<file path="config.mk">
export PLATFORM = sky130hd
export DESIGN_NAME = dstrb_ctrl
export DESIGN_NICKNAME = d
export VERILOG_FILES = /design/src/design/dstrb_pkg.sv /design/src/design/dstrb_tmr_if.sv /design/src/design/dstrb_ctrl.sv /design/src/design/dstrb_timer.sv
export SDC_FILE = /design/constraint.sdc
export NUM_CORES = 1
export LEC_CHECK = 0
export ABC_AREA = 1
export BUFFER_PORTS_ARGS = -buffer_cell sky130_fd_sc_hd__buf_4
export CORE_AREA = 2 2 104 106
export DETAILED_ROUTE_END_ITERATION = 8
export DIE_AREA = 0 0 106 108
export HOLD_SLACK_MARGIN = 0.1
export PLACE_DENSITY = 0.78
export SLEW_MARGIN = 20
export SYNTH_ARGS = -nofsm -noshare
export SYNTH_HDL_FRONTEND = slang
export SYNTH_SLANG_ARGS = --single-unit
export TNS_END_PERCENT = 30
</file>
<file path="constraint.sdc">
create_clock -name sys_clk -period 2.5 [get_ports sys_clk]
set_clock_uncertainty 0.1 [all_clocks]
set_input_delay 0.125 -clock sys_clk [delete_from_list [all_inputs] [get_ports sys_clk]]
set_output_delay 0.125 -clock sys_clk [all_outputs]
set_load 0.05 [all_outputs]
</file>
<file path="src/design/dstrb_pkg.sv">
// Constants shared by the strobe-interface memory controller.
// Assumes a single 100 MHz clock and a 16K x 1 strobed dynamic memory.
package dstrb_pkg;
	// ----------------------------------------------------------------
	// Geometry
	// ----------------------------------------------------------------
	localparam int ADDR_W     = 14;
	localparam int HALF_W     = 7;
	localparam int ROW_COUNT  = 128;
	localparam int CLK_NS     = 10;
	// ----------------------------------------------------------------
	// Times in ns and derived cycle counts
	// ----------------------------------------------------------------
	localparam int ROW_ACCESS_TIME_NS      = 150;
	localparam int COLUMN_ACCESS_TIME_NS   = 100;
	localparam int ROW_TO_COLUMN_DELAY_NS  = 20;
	localparam int COLUMN_PULSE_WIDTH_NS   = 100;
	localparam int ROW_PULSE_WIDTH_NS      = 150;
	localparam int ROW_PRECHARGE_TIME_NS   = 100;
	localparam int RANDOM_CYCLE_TIME_NS    = 375;
	localparam int PAGE_CYCLE_TIME_NS      = 170;
	localparam int PAGE_COLUMN_PRECHARGE_NS = 60;
	localparam int WRITE_HOLD_TIME_NS      = 45;
	localparam int INPUT_DATA_HOLD_NS      = 45;
	localparam int MAX_PULSE_NS            = 10000;
	localparam int REFRESH_PERIOD_NS       = 2000000;
	localparam int POWERUP_REFRESHES       = 8;
	// Least times round up
	localparam int RCD_CYC  = (ROW_TO_COLUMN_DELAY_NS + CLK_NS - 1) / CLK_NS;
	localparam int CAS_CYC  = (COLUMN_PULSE_WIDTH_NS + CLK_NS - 1) / CLK_NS;
	localparam int RAS_CYC  = (ROW_PULSE_WIDTH_NS + CLK_NS - 1) / CLK_NS;
	localparam int RP_CYC   = (ROW_PRECHARGE_TIME_NS + CLK_NS - 1) / CLK_NS;
	localparam int RC_CYC   = (RANDOM_CYCLE_TIME_NS + CLK_NS - 1) / CLK_NS;
	localparam int PC_CYC   = (PAGE_CYCLE_TIME_NS + CLK_NS - 1) / CLK_NS;
	localparam int CP_CYC   = (PAGE_COLUMN_PRECHARGE_NS + CLK_NS - 1) / CLK_NS;
	localparam int WCH_CYC  = (WRITE_HOLD_TIME_NS + CLK_NS - 1) / CLK_NS;
	localparam int DH_CYC   = (INPUT_DATA_HOLD_NS + CLK_NS - 1) / CLK_NS;
	localparam int RAC_CYC  = (ROW_ACCESS_TIME_NS + CLK_NS - 1) / CLK_NS;
	localparam int CAC_CYC  = (COLUMN_ACCESS_TIME_NS + CLK_NS - 1) / CLK_NS;
	// Longest times round down
	localparam int MAXP_CYC = MAX_PULSE_NS / CLK_NS;
	// Refresh spacing: one row per 2 ms / 128, rounded down
	localparam int REF_INT_CYC = REFRESH_PERIOD_NS / ROW_COUNT / CLK_NS;
	localparam int CNT_W    = 16;
endpackage : dstrb_pkg

</file>
<file path="src/design/dstrb_tmr_if.sv">
// Carrier between controller and its wait timer.
// Assumes both ends sit on sys_clk.
interface dstrb_tmr_if;
	logic        load;
	logic [15:0] value;
	logic        done;
	modport ctrl (output load, output value, input done);
	modport tmr  (input load, input value, output done);
endinterface : dstrb_tmr_if

</file>
<file path="src/design/dstrb_ctrl.sv">
// Host controller for a 16K x 1 strobed dynamic memory.
// Assumes the memory pins are registered here and delays are board-small.
// Operation
// - Each of 128 rows is refreshed at least every 2 ms.
// - At least 8 refresh cycles after power-up before use.
// - No strobe stays active longer than 10,000 ns.
// - Random cycles start at least 375 ns apart.
// - Row strobe stays inactive at least 100 ns between active periods.
// - Page columns at least 170 ns apart, column high at least 60 ns.
// - Write-enable and data held at least 45 ns after reference edge.
module dstrb_ctrl
	import dstrb_pkg::*;
(
	// Clock and reset
	input  wire logic              sys_clk,
	input  wire logic              srst,
	// User request
	input  wire logic              req_valid,
	input  wire logic              req_write,
	input  wire logic              req_page,
	input  wire logic [ADDR_W-1:0] req_addr,
	input  wire logic              req_data,
	output logic                   req_ready,
	output logic                   rd_valid,
	output logic                   rd_data,
	output logic                   init_done,
	// Memory pins
	output logic                   row_strobe_n,
	output logic                   col_strobe_n,
	output logic                   write_en_n,
	output logic [HALF_W-1:0]      multiplexed_address_inputs,
	output logic                   din,
	input  wire logic              dout
);
	typedef enum logic [6:0] {
		S_IDLE = 7'b000_0001,
		S_ROW  = 7'b000_0010,
		S_COL  = 7'b000_0100,
		S_CWAI = 7'b000_1000,
		S_CPRE = 7'b001_0000,
		S_RHI  = 7'b010_0000,
		S_REF  = 7'b100_0000
	} dstrb_state_e;

	dstrb_tmr_if tmr ();
	dstrb_state_e      st_reg, st_next;
	logic [15:0]       ref_cnt_reg;
	logic [HALF_W-1:0] ref_row_reg;
	logic [3:0]        init_cnt_reg;
	logic              ref_pend_reg;
	logic              wr_reg;
	logic              pg_reg;
	logic [HALF_W-1:0] col_reg;
	logic [HALF_W-1:0] row_reg;
	logic [15:0]       rc_cnt_reg;
	logic [15:0]       ras_cnt_reg;
	logic [2:0]        sync_reg;
	logic              take;
	logic              page_hit;
	logic              ref_due;
	logic              ras_long;
	logic              idle_go;

	dstrb_timer u_tmr (
		.sys_clk (sys_clk),
		.srst    (srst),
		.t       (tmr.tmr)
	);

	// ----------------------------------------------------------------
	// Decode
	// ----------------------------------------------------------------
	// Page hit only for the same row, while the row may stay open
	assign ref_due  = ref_pend_reg || !init_done;
	assign ras_long = ras_cnt_reg >= 16'(MAXP_CYC - RC_CYC);
	assign page_hit = req_valid && req_page && pg_reg && !ref_due
		&& !ras_long && (req_addr[ADDR_W-1:HALF_W] == row_reg);
	assign take     = req_valid && req_ready;
	// Fresh reset aborts a cycle; still give the row its precharge
	assign idle_go  = tmr.done && (rc_cnt_reg >= 16'(RP_CYC));

	// ----------------------------------------------------------------
	// Input sampling
	// ----------------------------------------------------------------
	// Three stages; data counts once second and third agree
	always_ff @(posedge sys_clk) begin
		if (srst)
			sync_reg <= 3'b000;
		else
			sync_reg <= {sync_reg[1:0], dout};
	end

	// ----------------------------------------------------------------
	// Refresh scheduler
	// ----------------------------------------------------------------
	// One row every 2 ms / 128, so all rows are met in time
	always_ff @(posedge sys_clk) begin
		if (srst) begin
			ref_cnt_reg  <= 16'h0000;
			ref_pend_reg <= 1'b0;
		end else begin
			if (ref_cnt_reg == 16'(REF_INT_CYC - 1)) begin
				ref_cnt_reg  <= 16'h0000;
				ref_pend_reg <= 1'b1;
			end else begin
				ref_cnt_reg  <= ref_cnt_reg + 16'h0001;
				if (st_reg == S_REF && tmr.done)
					ref_pend_reg <= 1'b0;
			end
		end
	end

	// ----------------------------------------------------------------
	// State register
	// ----------------------------------------------------------------
	always_ff @(posedge sys_clk) begin
		if (srst)
			st_reg <= S_IDLE;
		else
			st_reg <= st_next;
	end

	// ----------------------------------------------------------------
	// Next state
	// ----------------------------------------------------------------
	always_comb begin
		st_next = st_reg;
		case (st_reg)
			S_IDLE: begin
				if (idle_go && ref_due)
					st_next = S_REF;
				else if (idle_go && req_valid)
					st_next = S_ROW;
			end
			S_ROW:  if (tmr.done) st_next = S_COL;
			S_COL:  if (tmr.done) st_next = S_CWAI;
			S_CWAI: if (tmr.done) st_next = page_hit ? S_CPRE : S_RHI;
			S_CPRE: if (tmr.done) st_next = S_COL;
			S_RHI:  if (tmr.done) st_next = S_IDLE;
			S_REF:  if (tmr.done) st_next = S_IDLE;
			default: st_next = S_IDLE;
		endcase
	end

	// ----------------------------------------------------------------
	// Timer loads
	// ----------------------------------------------------------------
	// Each phase loads its own least duration on entry
	// Column stays low past row access time plus two cycles for the input stages
	always_comb begin
		tmr.load  = (st_next != st_reg);
		tmr.value = 16'h0000;
		case (st_next)
			S_ROW:  tmr.value = 16'(RCD_CYC);
			S_COL:  tmr.value = 16'(RAC_CYC - RCD_CYC + 2);
			S_CWAI: tmr.value = 16'h0001;
			S_CPRE: tmr.value = 16'(PC_CYC - CAS_CYC - 2);
			S_RHI:  tmr.value = 16'(RP_CYC);
			S_REF:  tmr.value = 16'(RAS_CYC);
			S_IDLE: tmr.value = (rc_cnt_reg >= 16'(RC_CYC)) ? 16'h0000
				: 16'(RC_CYC) - rc_cnt_reg;
			default: tmr.value = 16'h0000;
		endcase
	end

	// ----------------------------------------------------------------
	// Cycle and pulse counters
	// ----------------------------------------------------------------
	// Counts from row strobe fall; guards cycle spacing and pulse length
	always_ff @(posedge sys_clk) begin
		if (srst) begin
			rc_cnt_reg  <= 16'h0000;
			ras_cnt_reg <= 16'h0000;
		end else begin
			if (st_next == S_ROW || st_next == S_REF)
				rc_cnt_reg <= 16'h0001;
			else if (rc_cnt_reg != 16'hFFFF)
				rc_cnt_reg <= rc_cnt_reg + 16'h0001;
			if (row_strobe_n)
				ras_cnt_reg <= 16'h0000;
			else
				ras_cnt_reg <= ras_cnt_reg + 16'h0001;
		end
	end

	// ----------------------------------------------------------------
	// Request capture
	// ----------------------------------------------------------------
	// Ready only at a row start or a page column start, so data is held for the whole column
	assign req_ready = ((st_reg == S_IDLE && idle_go && !ref_due)
		|| (st_reg == S_CWAI && tmr.done && page_hit));

	always_ff @(posedge sys_clk) begin
		if (srst) begin
			wr_reg  <= 1'b0;
			pg_reg  <= 1'b0;
			col_reg <= 7'h00;
			row_reg <= 7'h00;
			din     <= 1'b0;
		end else if (take) begin
			wr_reg  <= req_write;
			pg_reg  <= req_page;
			col_reg <= req_addr[HALF_W-1:0];
			row_reg <= req_addr[ADDR_W-1:HALF_W];
			din     <= req_data;
		end
	end

	// ----------------------------------------------------------------
	// Pin drive
	// ----------------------------------------------------------------
	// Early write only; write-enable low on the same edge the column falls
	always_ff @(posedge sys_clk) begin
		if (srst) begin
			row_strobe_n               <= 1'b1;
			col_strobe_n               <= 1'b1;
			write_en_n                 <= 1'b1;
			multiplexed_address_inputs <= 7'h00;
		end else begin
			row_strobe_n <= !(st_next == S_ROW || st_next == S_COL
				|| st_next == S_CWAI || st_next == S_CPRE
				|| st_next == S_REF);
			col_strobe_n <= !(st_next == S_COL);
			write_en_n   <= !(wr_reg && st_next == S_COL);
			if (st_next == S_REF)
				multiplexed_address_inputs <= ref_row_reg;
			else if (st_next == S_COL)
				multiplexed_address_inputs <= col_reg;
			else if (st_next == S_ROW)
				multiplexed_address_inputs <= req_addr[ADDR_W-1:HALF_W];
		end
	end

	// ----------------------------------------------------------------
	// Refresh row and power-up count
	// ----------------------------------------------------------------
	always_ff @(posedge sys_clk) begin
		if (srst) begin
			ref_row_reg  <= 7'h00;
			init_cnt_reg <= 4'h0;
			init_done    <= 1'b0;
		end else if (st_reg == S_REF && tmr.done) begin
			ref_row_reg <= ref_row_reg + 7'h01;
			if (init_cnt_reg != 4'(POWERUP_REFRESHES))
				init_cnt_reg <= init_cnt_reg + 4'h1;
			if (init_cnt_reg == 4'(POWERUP_REFRESHES - 1))
				init_done <= 1'b1;
		end
	end

	// ----------------------------------------------------------------
	// Read data return
	// ----------------------------------------------------------------
	// Sample at column end, well past access time, while output holds
	always_ff @(posedge sys_clk) begin
		if (srst) begin
			rd_valid <= 1'b0;
			rd_data  <= 1'b0;
		end else begin
			rd_valid <= 1'b0;
			if (st_reg == S_COL && tmr.done && !wr_reg) begin
				rd_valid <= (sync_reg[2] == sync_reg[1]);
				rd_data  <= sync_reg[2];
			end
		end
	end
endmodule : dstrb_ctrl

</file>
<file path="src/design/dstrb_timer.sv">
// Down counter that paces every strobe phase of the controller.
// Assumes loads come from logic on the same clock.
module dstrb_timer (
	// Clock and reset
	input  wire logic sys_clk,
	input  wire logic srst,
	// Controller side
	dstrb_tmr_if.tmr  t
);
	logic [15:0] cnt_reg;
	// ----------------------------------------------------------------
	// Count
	// ----------------------------------------------------------------
	// Done is high once the loaded number of cycles has passed
	always_ff @(posedge sys_clk) begin
		if (srst)
			cnt_reg <= 16'h0000;
		else if (t.load)
			cnt_reg <= t.value;
		else if (cnt_reg != 16'h0000)
			cnt_reg <= cnt_reg - 16'h0001;
	end
	// Done ignores load, so it never loops back through next-state logic
	assign t.done = (cnt_reg == 16'h0000);
endmodule : dstrb_timer

</file>
==> impl_metrics.tcl, run 1 <==
set metrics [dict create \
    power_density_mw_per_mm2 802 \
    clk-insertion-delay-late_ns 0.53 \
    synth_adder_area_share_pct 2.27 \
    power.static_leakage_nw 3.03 \
    syn_inst 871 \
    finalWeightedCongestion 0.879 \
    tritoncts.num_buffers 17 \
    fin_ws_ns 0.0754 \
    final_util_pct 72.3 \
    synth_edf_count 0 \
    clock.fmax_ghz 0.412 \
    critical_path.endpoint_type "output pin" \
    drt_wl_total_um 15000 \
    initial_utilization_pct 59.4 \
    drt_drc_violations_left 0 \
    yosys_register_bits 116 \
    worst_hold_startpoint "wr_reg" \
    finalSetupViolCount 0 \
    detail_route.first_pass.iterations 5 \
    grt_max_degree 32 \
    synth.yosys.warnings 0 \
    post_synth_mux_area_share_pct 0 \
    crit_path_cell_trace "inv_2 -> ha_4 -> inv_1 -> nor4_2 -> nand3_1 -> inv_2 -> nand4_1 -> nand2_4 -> buf_8" \
    dominant_combinational_cell_family_by_area_after_synthesis "simple AND/OR/NAND/NOR gates" \
    ctsRootBufferMaster "sky130_fd_sc_hd__clkbuf_8" \
    drv_cap 0 \
    global_route_wire_length_before_repair_um 25200 \
    drt-initial-drc-count 432 \
    worst_setup_hold_path_clk_slew_ns 0.06 \
    rows 37 \
    place.port_buffers 35 \
    fp.dieW_um 106 \
    totalNegativeSetupSlack_ns 0 \
    finalCritPeriodShare_pct 97.0 \
    number_of_antenna_violations_at_the_first_check_in_global_routing 0 \
    dp_cells 1033 \
    syn_to_final_growth_pct 21.7 \
    postSynthNetCount 903 \
    post-dp-hpwl_um 10300 \
    vias_per_cell 5.50 \
    htree_num_levels 4 \
    hold_violation_total_from_the_final_report 0 \
    stdcell_area_sq_mm 0.00739 \
    worst_hold_path_type "reg2reg" \
    synth_simple_gate_area_share_pct 32.6 \
    synth_sequential_area_ratio_pct 38.2 \
    die_height_um 108 \
    timing.critical_path.slowest_stage_cell "sky130_fd_sc_hd__dfxtp_2" \
    yosysUniqueCellTypes 48 \
    placed_area_sq_mm 0.00647 \
    run_status "finished, final reports clean" \
    route.vias.total 6011 \
    start_kind "flop" \
    finalWorstPathRequiredPeriod_ns 2.42 \
    synth_compound_area_share_pct 14.6 \
    die-area_sq_mm 0.0114 \
    async_flop_share_pct 0 \
    critical_path_arrival_ns 2.20 \
    vdd_ir_drop_max_uv 695 \
    number_of_global_route_vias_before_repair 5725 \
    path_common_cell "sky130_fd_sc_hd__inv_2" \
    num_antenna_cells 0 \
    hold-worst-slack_ns 0.300 \
    worst_path_largest_cell_delay_ns 0.33 \
    timing_max_transition_violations_final 0 \
    wl_per_cell_um 13.8 \
    critPathMaxFanout 5 \
    ctsLongestPathBuffers 2 \
    floorplan.core_area_sq_mm 0.0102 \
    fin_cells 1093 \
    postSynth.topFlopCell "sky130_fd_sc_hd__dfxtp_1" \
    grt_remaining_overflow 0 \
    clock-sinks 116 \
    worst_r2r_start "u_tmr.cnt_reg[0]" \
    drive_above_1_share_pct 17.6 \
    post-place-ws_ns 0.156 \
    critical_path.startpoint "u_tmr.cnt_reg[0]" \
    synth-xor-area-share_pct 3.17 \
    rsz0062_at_grt "yes" \
    gr-usage-all-layers_pct 27.4 \
    total_power_mw 5.93 \
    fin_nets 976 \
    top_level_ports 36 \
    worst_pin_slew_ns 0.567 \
    cp_data_required_time_ns 2.28 \
    timing_worst_setup_path_type "reg2out" \
    tritoncts "done" \
    synth_area_sq_mm 0.00607 \
    ant_nets 0 \
    postSynthAreaPerCell_sq_um 6.97 \
    slew-limit-headroom_pct 61.9 \
]
==> logic make-up (layout without fill, tap and decap cells) <==
family | Yosys count | after routing
AND/OR/NAND/NOR | 420 | 420
AO/OA/AOI/OAI | 161 | 161
buffers and inverters | 141 | 227
flip-flops | 116 | 116
XOR/XNOR | 22 | 22
adder cells (fa/ha/maj) | 11 | 11
==> path summary, 6_finish.rpt <==
kind / end / slack [ns] / cells after the start
worst min-delay path: write_en_n / 0.30 / 1
worst max-delay path: req_ready / 0.08 / 9
worst max register to register: rc_cnt_reg[10] / 0.19 / 13
worst min register to register: write_en_n / 0.30 / 1
==> report_power, final <==
group	switching, mW	internal (mW)	total, mW
Sequential	0.131	1.97	2.10
Combinational	0.875	0.541	1.42
Clock	0.875	1.54	2.41
Total	1.88	4.05	5.93
==> cell usage after synthesis, drive strengths merged, types with 10 or more instances <==
| cell type | number | area (sq um) |
|---|---|---|
| a21oi | 78 | 402 |
| dfxtp | 116 | 2320 |
| ha | 11 | 138 |
| inv | 125 | 469 |
| nand2 | 138 | 561 |
| nand3 | 65 | 350 |
| nand4 | 10 | 68.8 |
| nor2 | 151 | 633 |
| nor3 | 30 | 175 |
| nor4 | 11 | 87.6 |
| o21ai | 59 | 303 |
| xor2 | 21 | 184 |
==> layout by cell type, fill, tap and decap left out, types with 2 or more instances in the layout <==
| cell | n |
|---|---|
| sky130_fd_sc_hd__a211oi_1 | 4 |
| sky130_fd_sc_hd__a21oi_1 | 75 |
| sky130_fd_sc_hd__a21oi_2 | 3 |
| sky130_fd_sc_hd__a31oi_1 | 9 |
| sky130_fd_sc_hd__buf_4 | 47 |
| sky130_fd_sc_hd__bufinv_16 | 3 |
| sky130_fd_sc_hd__clkbuf_16 | 16 |
| sky130_fd_sc_hd__clkbuf_8 | 2 |
| sky130_fd_sc_hd__clkinv_2 | 4 |
| sky130_fd_sc_hd__clkinv_4 | 3 |
| sky130_fd_sc_hd__clkinvlp_4 | 3 |
| sky130_fd_sc_hd__dfxtp_1 | 115 |
| sky130_fd_sc_hd__dlygate4sd3_1 | 21 |
| sky130_fd_sc_hd__ha_1 | 10 |
| sky130_fd_sc_hd__inv_1 | 96 |
| sky130_fd_sc_hd__inv_2 | 29 |
| sky130_fd_sc_hd__nand2_1 | 123 |
| sky130_fd_sc_hd__nand2_2 | 11 |
| sky130_fd_sc_hd__nand2_4 | 4 |
| sky130_fd_sc_hd__nand3_1 | 60 |
| sky130_fd_sc_hd__nand3_2 | 5 |
| sky130_fd_sc_hd__nand4_1 | 9 |
| sky130_fd_sc_hd__nor2_1 | 135 |
| sky130_fd_sc_hd__nor2_2 | 10 |
| sky130_fd_sc_hd__nor2_4 | 5 |
| sky130_fd_sc_hd__nor3_1 | 24 |
| sky130_fd_sc_hd__nor3_2 | 6 |
| sky130_fd_sc_hd__nor3b_1 | 6 |
| sky130_fd_sc_hd__nor4_1 | 7 |
| sky130_fd_sc_hd__nor4_2 | 4 |
| sky130_fd_sc_hd__o21a_1 | 3 |
| sky130_fd_sc_hd__o21ai_0 | 40 |
| sky130_fd_sc_hd__o21ai_1 | 17 |
| sky130_fd_sc_hd__o22ai_1 | 2 |
| sky130_fd_sc_hd__o31ai_1 | 2 |
| sky130_fd_sc_hd__or2_2 | 4 |
| sky130_fd_sc_hd__xor2_1 | 21 |
==> worst max-delay path: cells and delay by family, from the launching register on <==
kind                     cells  cell delay, ns
AND/OR/NAND/NOR              4            0.74
flip-flops                   1            0.33
buffers and inverters        4            0.43
adder cells (fa/ha/maj)      1            0.14
==> final cells by class <==
class / instances / area (sq um)
clock buffers: 19 / 432
clock inverters: 13 / 159
fillers: 789 / 2840
inverters: 126 / 473
multi-input cells: 614 / 3260
flip-flops and latches: 116 / 2320
well taps: 136 / 170
repair buffers: 69 / 578
==> per-layer routing <==
metal  GRT usage, %  wire length [um]  vias up  share of wire, %
met1           33.3              6670     2781                44
met3           5.85               719       46               4.8
li1               -                 -     3000                 -
met2           46.6              7210      184                48
met4           13.0               444        0               3.0
met5              0                 0        -                 0
==> what timing repair did <==
action	in CTS	in global routing
resized for setup	2	14
hold buffers	21	0
pin swaps	1	4
buffers inserted	4	3
endpoints found under the hold margin	55	0
endpoints found under the setup margin	1	49
Power figures use the tool's default switching activity.
==> run 2, diff against run 1 <==
--- a/config.mk
+++ b/config.mk
@@ -8,6 +8,7 @@
 export ABC_AREA = 1
 export BUFFER_PORTS_ARGS = -buffer_cell sky130_fd_sc_hd__buf_4
 export CORE_AREA = 2 2 104 106
+export CTS_BUF_LIST = sky130_fd_sc_hd__clkbuf_16
 export DETAILED_ROUTE_END_ITERATION = 8
 export DIE_AREA = 0 0 106 108
 export HOLD_SLACK_MARGIN = 0.1
==> run 2 against run 1 <==
Net effect: routed wire length up 0.83%; sequential power about the same; utilization fell by 0.26 points; fmax rose by 1.5%.
==> impl_metrics.tcl, run 2 (synthesis gave the netlist of run 1 again) <==
set metrics [dict create \
    endpoint_of_the_lowest_slack_register_to_register_path "multiplexed_address_inputs[4]" \
    route.vias.total 6075 \
    critical_path.startpoint "u_tmr.cnt_reg[1]" \
    initial_utilization_pct 59.4 \
    finalSetupViolCount 0 \
    clock.fmax_ghz 0.419 \
    slew-limit-headroom_pct 62.5 \
    cp_num_cells 9 \
    ctsRootBufferMaster "sky130_fd_sc_hd__clkbuf_16" \
    timing_worst_setup_path_type "reg2out" \
    fin_cells 1093 \
    hold_violation_total_from_the_final_report 0 \
    reg2regPathDepth 12 \
    critical-path-top-delay-family "simple AND/OR/NAND/NOR gates" \
    syn_to_final_growth_pct 21.3 \
    start_kind "flop" \
    run_status "finished, final reports clean" \
    ant_nets 0 \
    clock-sinks 116 \
    critPathMaxFanout 5 \
    finalWorstPathRequiredPeriod_ns 2.39 \
    num_antenna_cells 0 \
    placed_area_sq_mm 0.00647 \
    stdcell_area_sq_mm 0.00737 \
    drt_wl_total_um 15200 \
    finalWeightedCongestion 0.879 \
    fp.dieW_um 106 \
    fin_nets 976 \
    number_of_antenna_violations_at_the_first_check_in_global_routing 0 \
    drive_above_1_share_pct 17.0 \
    htree_num_levels 4 \
    cp_data_required_time_ns 2.28 \
    fin_ws_ns 0.112 \
    wl_per_cell_um 13.9 \
    power.static_leakage_nw 3.03 \
    worst_path_largest_cell_delay_ns 0.34 \
    rows 37 \
    grt_remaining_overflow 0 \
    floorplan.core_area_sq_mm 0.0102 \
    vias_per_cell 5.56 \
    dp_cells 1033 \
    tritoncts.num_buffers 17 \
    critical_path.endpoint_type "output pin" \
    finalCritPeriodShare_pct 95.5 \
    number_of_global_route_vias_before_repair 5678 \
    clk-insertion-delay-late_ns 0.42 \
    totalNegativeSetupSlack_ns 0 \
    grt_max_degree 32 \
    global_route_wire_length_before_repair_um 25200 \
    vdd_ir_drop_max_uv 695 \
    timing.reg2reg.setup_slack_ns 0.19 \
    path_common_cell "sky130_fd_sc_hd__inv_1" \
    worst_pin_slew_ns 0.557 \
    die_height_um 108 \
    timing_max_transition_violations_final 0 \
    worst_setup_hold_path_clk_slew_ns 0.05 \
    gr-usage-all-layers_pct 27.4 \
    ctsLongestPathBuffers 2 \
    mostFrequentLayoutCells "135 x sky130_fd_sc_hd__nor2_1, 123 x sky130_fd_sc_hd__nand2_1, 116 x sky130_fd_sc_hd__dfxtp_1" \
    tritoncts "done" \
    hold-path-cell-count 1 \
    critical_path_arrival_ns 2.16 \
    place.port_buffers 35 \
    drt-initial-drc-count 488 \
    power_density_mw_per_mm2 803 \
    post-place-ws_ns 0.156 \
    post-dp-hpwl_um 10300 \
    mostFrequentLayoutCell "sky130_fd_sc_hd__nor2_1" \
    top_level_ports 36 \
    worst_r2r_start "u_tmr.cnt_reg[2]" \
    rsz0062_at_grt "yes" \
    detail_route.first_pass.iterations 7 \
    buf_inv_on_cp 4 \
    timing.critical_path.slowest_stage_cell "sky130_fd_sc_hd__dfxtp_1" \
    cp-endpoint "req_ready" \
    die-area_sq_mm 0.0114 \
    worst_hold_path_type "reg2reg" \
    drt_drc_violations_left 0 \
    crit_path_cell_trace "inv_1 -> ha_1 -> inv_1 -> nor4_1 -> nand3_1 -> inv_2 -> nand4_1 -> nand2_4 -> buf_4" \
    drv_cap 0 \
]
-- run 2: changes by cell type in the layout (fill, tap and decap cells not counted), sizes merged --
cell	change
clkbuf	-2
clkinv	+1
inv	+1
-- run 2: repair_timing --
| action | CTS | global route |
|---|---|---|
| endpoints found under the setup margin | 1 | 49 |
| gates resized for setup | 2 | 8 |
| setup buffers | 1 | 6 |
| hold buffers | 21 | 0 |
| hold endpoints to repair | 46 | 0 |
| pin swaps | 1 | 1 |
-- run 2: per-layer routing --
layer  GRT usage, %  share of wire, %  vias up
met5              0                 0        -
met4           12.3               2.2        0
met3           5.67               5.0       38
met2           46.5                48      218
met1           33.7                44     2820
li1               -                 -     2999
-- run 2: report_power, final --
part	internal, mW	total [mW]	leakage, nW	switching, mW
Sequential	1.97	2.10	0.939	0.131
Combinational	0.527	1.38	1.81	0.857
Clock	1.55	2.43	0.287	0.880
-- run 2: cell type report --
cell class / count / area, sq um
multi-input combinational: 614 / 3240
fill: 791 / 2860
sequential: 116 / 2320
timing repair buffer: 69 / 571
inverter: 126 / 473
clock buffer: 17 / 425
tap: 136 / 170
clock inverter: 15 / 166
-- run 2: metrics by stage --
step / hold slack (ns) / util [%] / total power, mW
after detailed placement: 0.237 / 63.3 / 3.36
final: 0.297 / 72.0 / 5.92
after CTS: 0.296 / 71.2 / 5.81
after floorplan: 0.132 / - / 3.06
after global placement: 0.229 / 63.3 / 3.33
after global routing: 0.324 / 72.0 / 6.18
-- run 2: worst min-delay path by stage --
| stage | startpoint | end |
|---|---|---|
| 2_1_floorplan | dout | sync_reg[0] |
| 3_3_place_gp | dout | sync_reg[0] |
| 3_5_place_dp | dout | sync_reg[0] |
| 4_1_cts | wr_reg | write_en_n |
| 5_1_grt | wr_reg | write_en_n |
| 6_report | wr_reg | write_en_n |
==> run 3, diff against run 2 <==
--- a/config.mk
+++ b/config.mk
@@ -13,6 +13,8 @@
 export DIE_AREA = 0 0 106 108
 export HOLD_SLACK_MARGIN = 0.1
 export PLACE_DENSITY = 0.78
+export RECOVER_POWER = 25
+export REMOVE_ABC_BUFFERS = 1
 export SLEW_MARGIN = 20
 export SYNTH_ARGS = -nofsm -noshare
 export SYNTH_HDL_FRONTEND = slang
==> run 3 against run 2 <==
Net effect: first-iteration DRC count grew 1.2%; power shrank 0.44%; flip-flop and latch count is the same; critical path depth is the same; non-clock buffer count is the same; sequential power is essentially flat; cell count is the same; sequential share of layout area grew 0.28 points; utilization shrank 0.64 points; critical path type unchanged.
==> impl_metrics.tcl, run 3 (synthesis gave the netlist of run 1 again) <==
set metrics [dict create \
    grt_max_degree 29 \
    wl_per_cell_um 14.2 \
    vias_per_cell 5.50 \
    clk-insertion-delay-late_ns 0.41 \
    finalWorstPathRequiredPeriod_ns 2.39 \
    ctsLongestPathBuffers 2 \
    num-fill-cells 836 \
    rows 37 \
    buf_inv_on_cp 4 \
    tritoncts "done" \
    hold-worst-slack_ns 0.300 \
    totalNegativeSetupSlack_ns 0 \
    die-area_sq_mm 0.0114 \
    grt_remaining_overflow 0 \
    worst_path_largest_cell_delay_ns 0.33 \
    mostFrequentLayoutCells "136 x sky130_fd_sc_hd__nor2_1, 123 x sky130_fd_sc_hd__nand2_1, 116 x sky130_fd_sc_hd__dfxtp_1" \
    critical-path-top-delay-family "simple AND/OR/NAND/NOR gates" \
    floorplan.core_area_sq_mm 0.0102 \
    drive_above_1_share_pct 15.4 \
    run_status "finished, final reports clean" \
    number_of_antenna_violations_at_the_first_check_in_global_routing 0 \
    gr-usage-all-layers_pct 27.5 \
    ctsRootBufferMaster "sky130_fd_sc_hd__clkbuf_16" \
    crit_path_cell_trace "inv_1 -> ha_1 -> inv_1 -> nor4_1 -> nand3_1 -> inv_2 -> nand4_1 -> nand2_4 -> buf_6" \
    holdPathEnd "write_en_n" \
    slew-limit-headroom_pct 58.9 \
    power.static_leakage_nw 2.97 \
    endpoint_of_the_lowest_slack_register_to_register_path "multiplexed_address_inputs[4]" \
    worst_pin_slew_ns 0.619 \
    top_level_ports 36 \
    start_kind "flop" \
    drv_cap 0 \
    num_antenna_cells 0 \
    placed_area_sq_mm 0.00647 \
    rsz0062_at_grt "no" \
    clock-sinks 116 \
    reg2regPathDepth 14 \
    critical_path_arrival_ns 2.17 \
    syn_to_final_growth_pct 20.2 \
    cp_data_required_time_ns 2.28 \
    detail_route.first_pass.iterations 6 \
    fin_nets 976 \
    finalCritPeriodShare_pct 95.7 \
    fin_ws_ns 0.107 \
    worst_r2r_start "u_tmr.cnt_reg[11]" \
    worst_hold_path_type "reg2reg" \
    dp_cells 1033 \
    critical_path.endpoint_type "output pin" \
    finalSetupViolCount 0 \
    initial_utilization_pct 59.4 \
    finalWeightedCongestion 0.938 \
    drt_wl_total_um 15500 \
    tritoncts.num_buffers 17 \
    worst_setup_hold_path_clk_slew_ns 0.05 \
    mostFrequentLayoutCell "sky130_fd_sc_hd__nor2_1" \
    timing.reg2reg.setup_slack_ns 0.17 \
    htree_num_levels 4 \
    timing_worst_setup_path_type "reg2out" \
    power_density_mw_per_mm2 807 \
    timing_max_transition_violations_final 0 \
    path_common_cell "sky130_fd_sc_hd__inv_1" \
    post-place-ws_ns 0.0465 \
    fp.dieW_um 106 \
    drt_drc_violations_left 0 \
    critPathMaxFanout 5 \
    ant_nets 0 \
    worst_hold_startpoint "wr_reg" \
    timing.critical_path.slowest_stage_cell "sky130_fd_sc_hd__dfxtp_1" \
    global_route_wire_length_before_repair_um 25300 \
    hold-path-cell-count 1 \
    vdd_ir_drop_max_uv 684 \
    fin_cells 1093 \
    drt-initial-drc-count 494 \
    die_height_um 108 \
    route.vias.total 6013 \
    hold_violation_total_from_the_final_report 0 \
    clock.fmax_ghz 0.418 \
    place.port_buffers 35 \
    stdcell_area_sq_mm 0.00730 \
    post-dp-hpwl_um 10600 \
    number_of_global_route_vias_before_repair 5794 \
]
## run 3: changes by cell type in the layout (fill, tap and decap cells not counted), moves of 2 or more
cell / delta
sky130_fd_sc_hd__buf_4: -16
sky130_fd_sc_hd__clkbuf_1: +15
sky130_fd_sc_hd__nand2_2: +2
sky130_fd_sc_hd__nand2_4: -2
## run 3: how the worst max path moves through the flow
stage | to | cells past startpoint | start
finish | req_ready | 9 | u_tmr.cnt_reg[1]
global route | req_ready | 9 | u_tmr.cnt_reg[1]
CTS | u_tmr.cnt_reg[11] | 12 | u_tmr.cnt_reg[0]
detailed placement | u_tmr.cnt_reg[11] | 12 | u_tmr.cnt_reg[0]
global placement | u_tmr.cnt_reg[1] | 13 | u_tmr.cnt_reg[0]
floorplan | col_reg[0] | 10 | init_done
## run 3: per-stage QoR
step / util, % / power (mW)
6_report: 71.4 / 5.89
2_1_floorplan: - / 3.05
3_5_place_dp: 63.3 / 3.38
3_3_place_gp: 63.3 / 3.35
5_1_grt: 71.4 / 6.14
4_1_cts: 71.5 / 5.86
## run 3: worst reg2reg max path, delay by kind of cell (launching register included)
family | cells | cell delay (ns)
AOI/OAI and AO/OA | 2 | 0.39
DFF | 1 | 0.34
and+or+nand+nor | 9 | 1.05
buffers and inverters | 3 | 0.39
## run 3: timing repair
action | CTS | global route
endpoints found under the hold margin | 44 | 0
hold buffers | 21 | 0
resized for setup | 1 | 10
pin swaps | 2 | 1
endpoints found under the setup margin | 1 | 28
setup buffers | 5 | 2
## run 3: report_power, final
part / leakage [nW] / internal [mW] / switching, mW / total (mW)
registers: 0.939 / 1.97 / 0.116 / 2.09
logic: 1.74 / 0.522 / 0.868 / 1.39
clock network: 0.287 / 1.55 / 0.862 / 2.41
total: 2.97 / 4.05 / 1.85 / 5.89
## run 3: routing by layer
metal / up-vias / track usage (%) / part of all wire [%]
li1: 2998 / - / -
met1: 2787 / 33.4 / 43
met2: 194 / 46.6 / 49
met3: 34 / 5.67 / 5.3
met4: 0 / 13.7 / 2.1
met5: - / 0 / 0
## run 3: area by class of cell
cell class	instances	area [sq um]	share of cell area (%)
clock inverter	15	166	2.28
multi-input combinational	614	3220	44.1
inverter	126	478	6.55
tap	136	170	2.33
sequential	116	2320	31.8
clock buffer	17	425	5.83
timing repair buffer	69	518	7.09
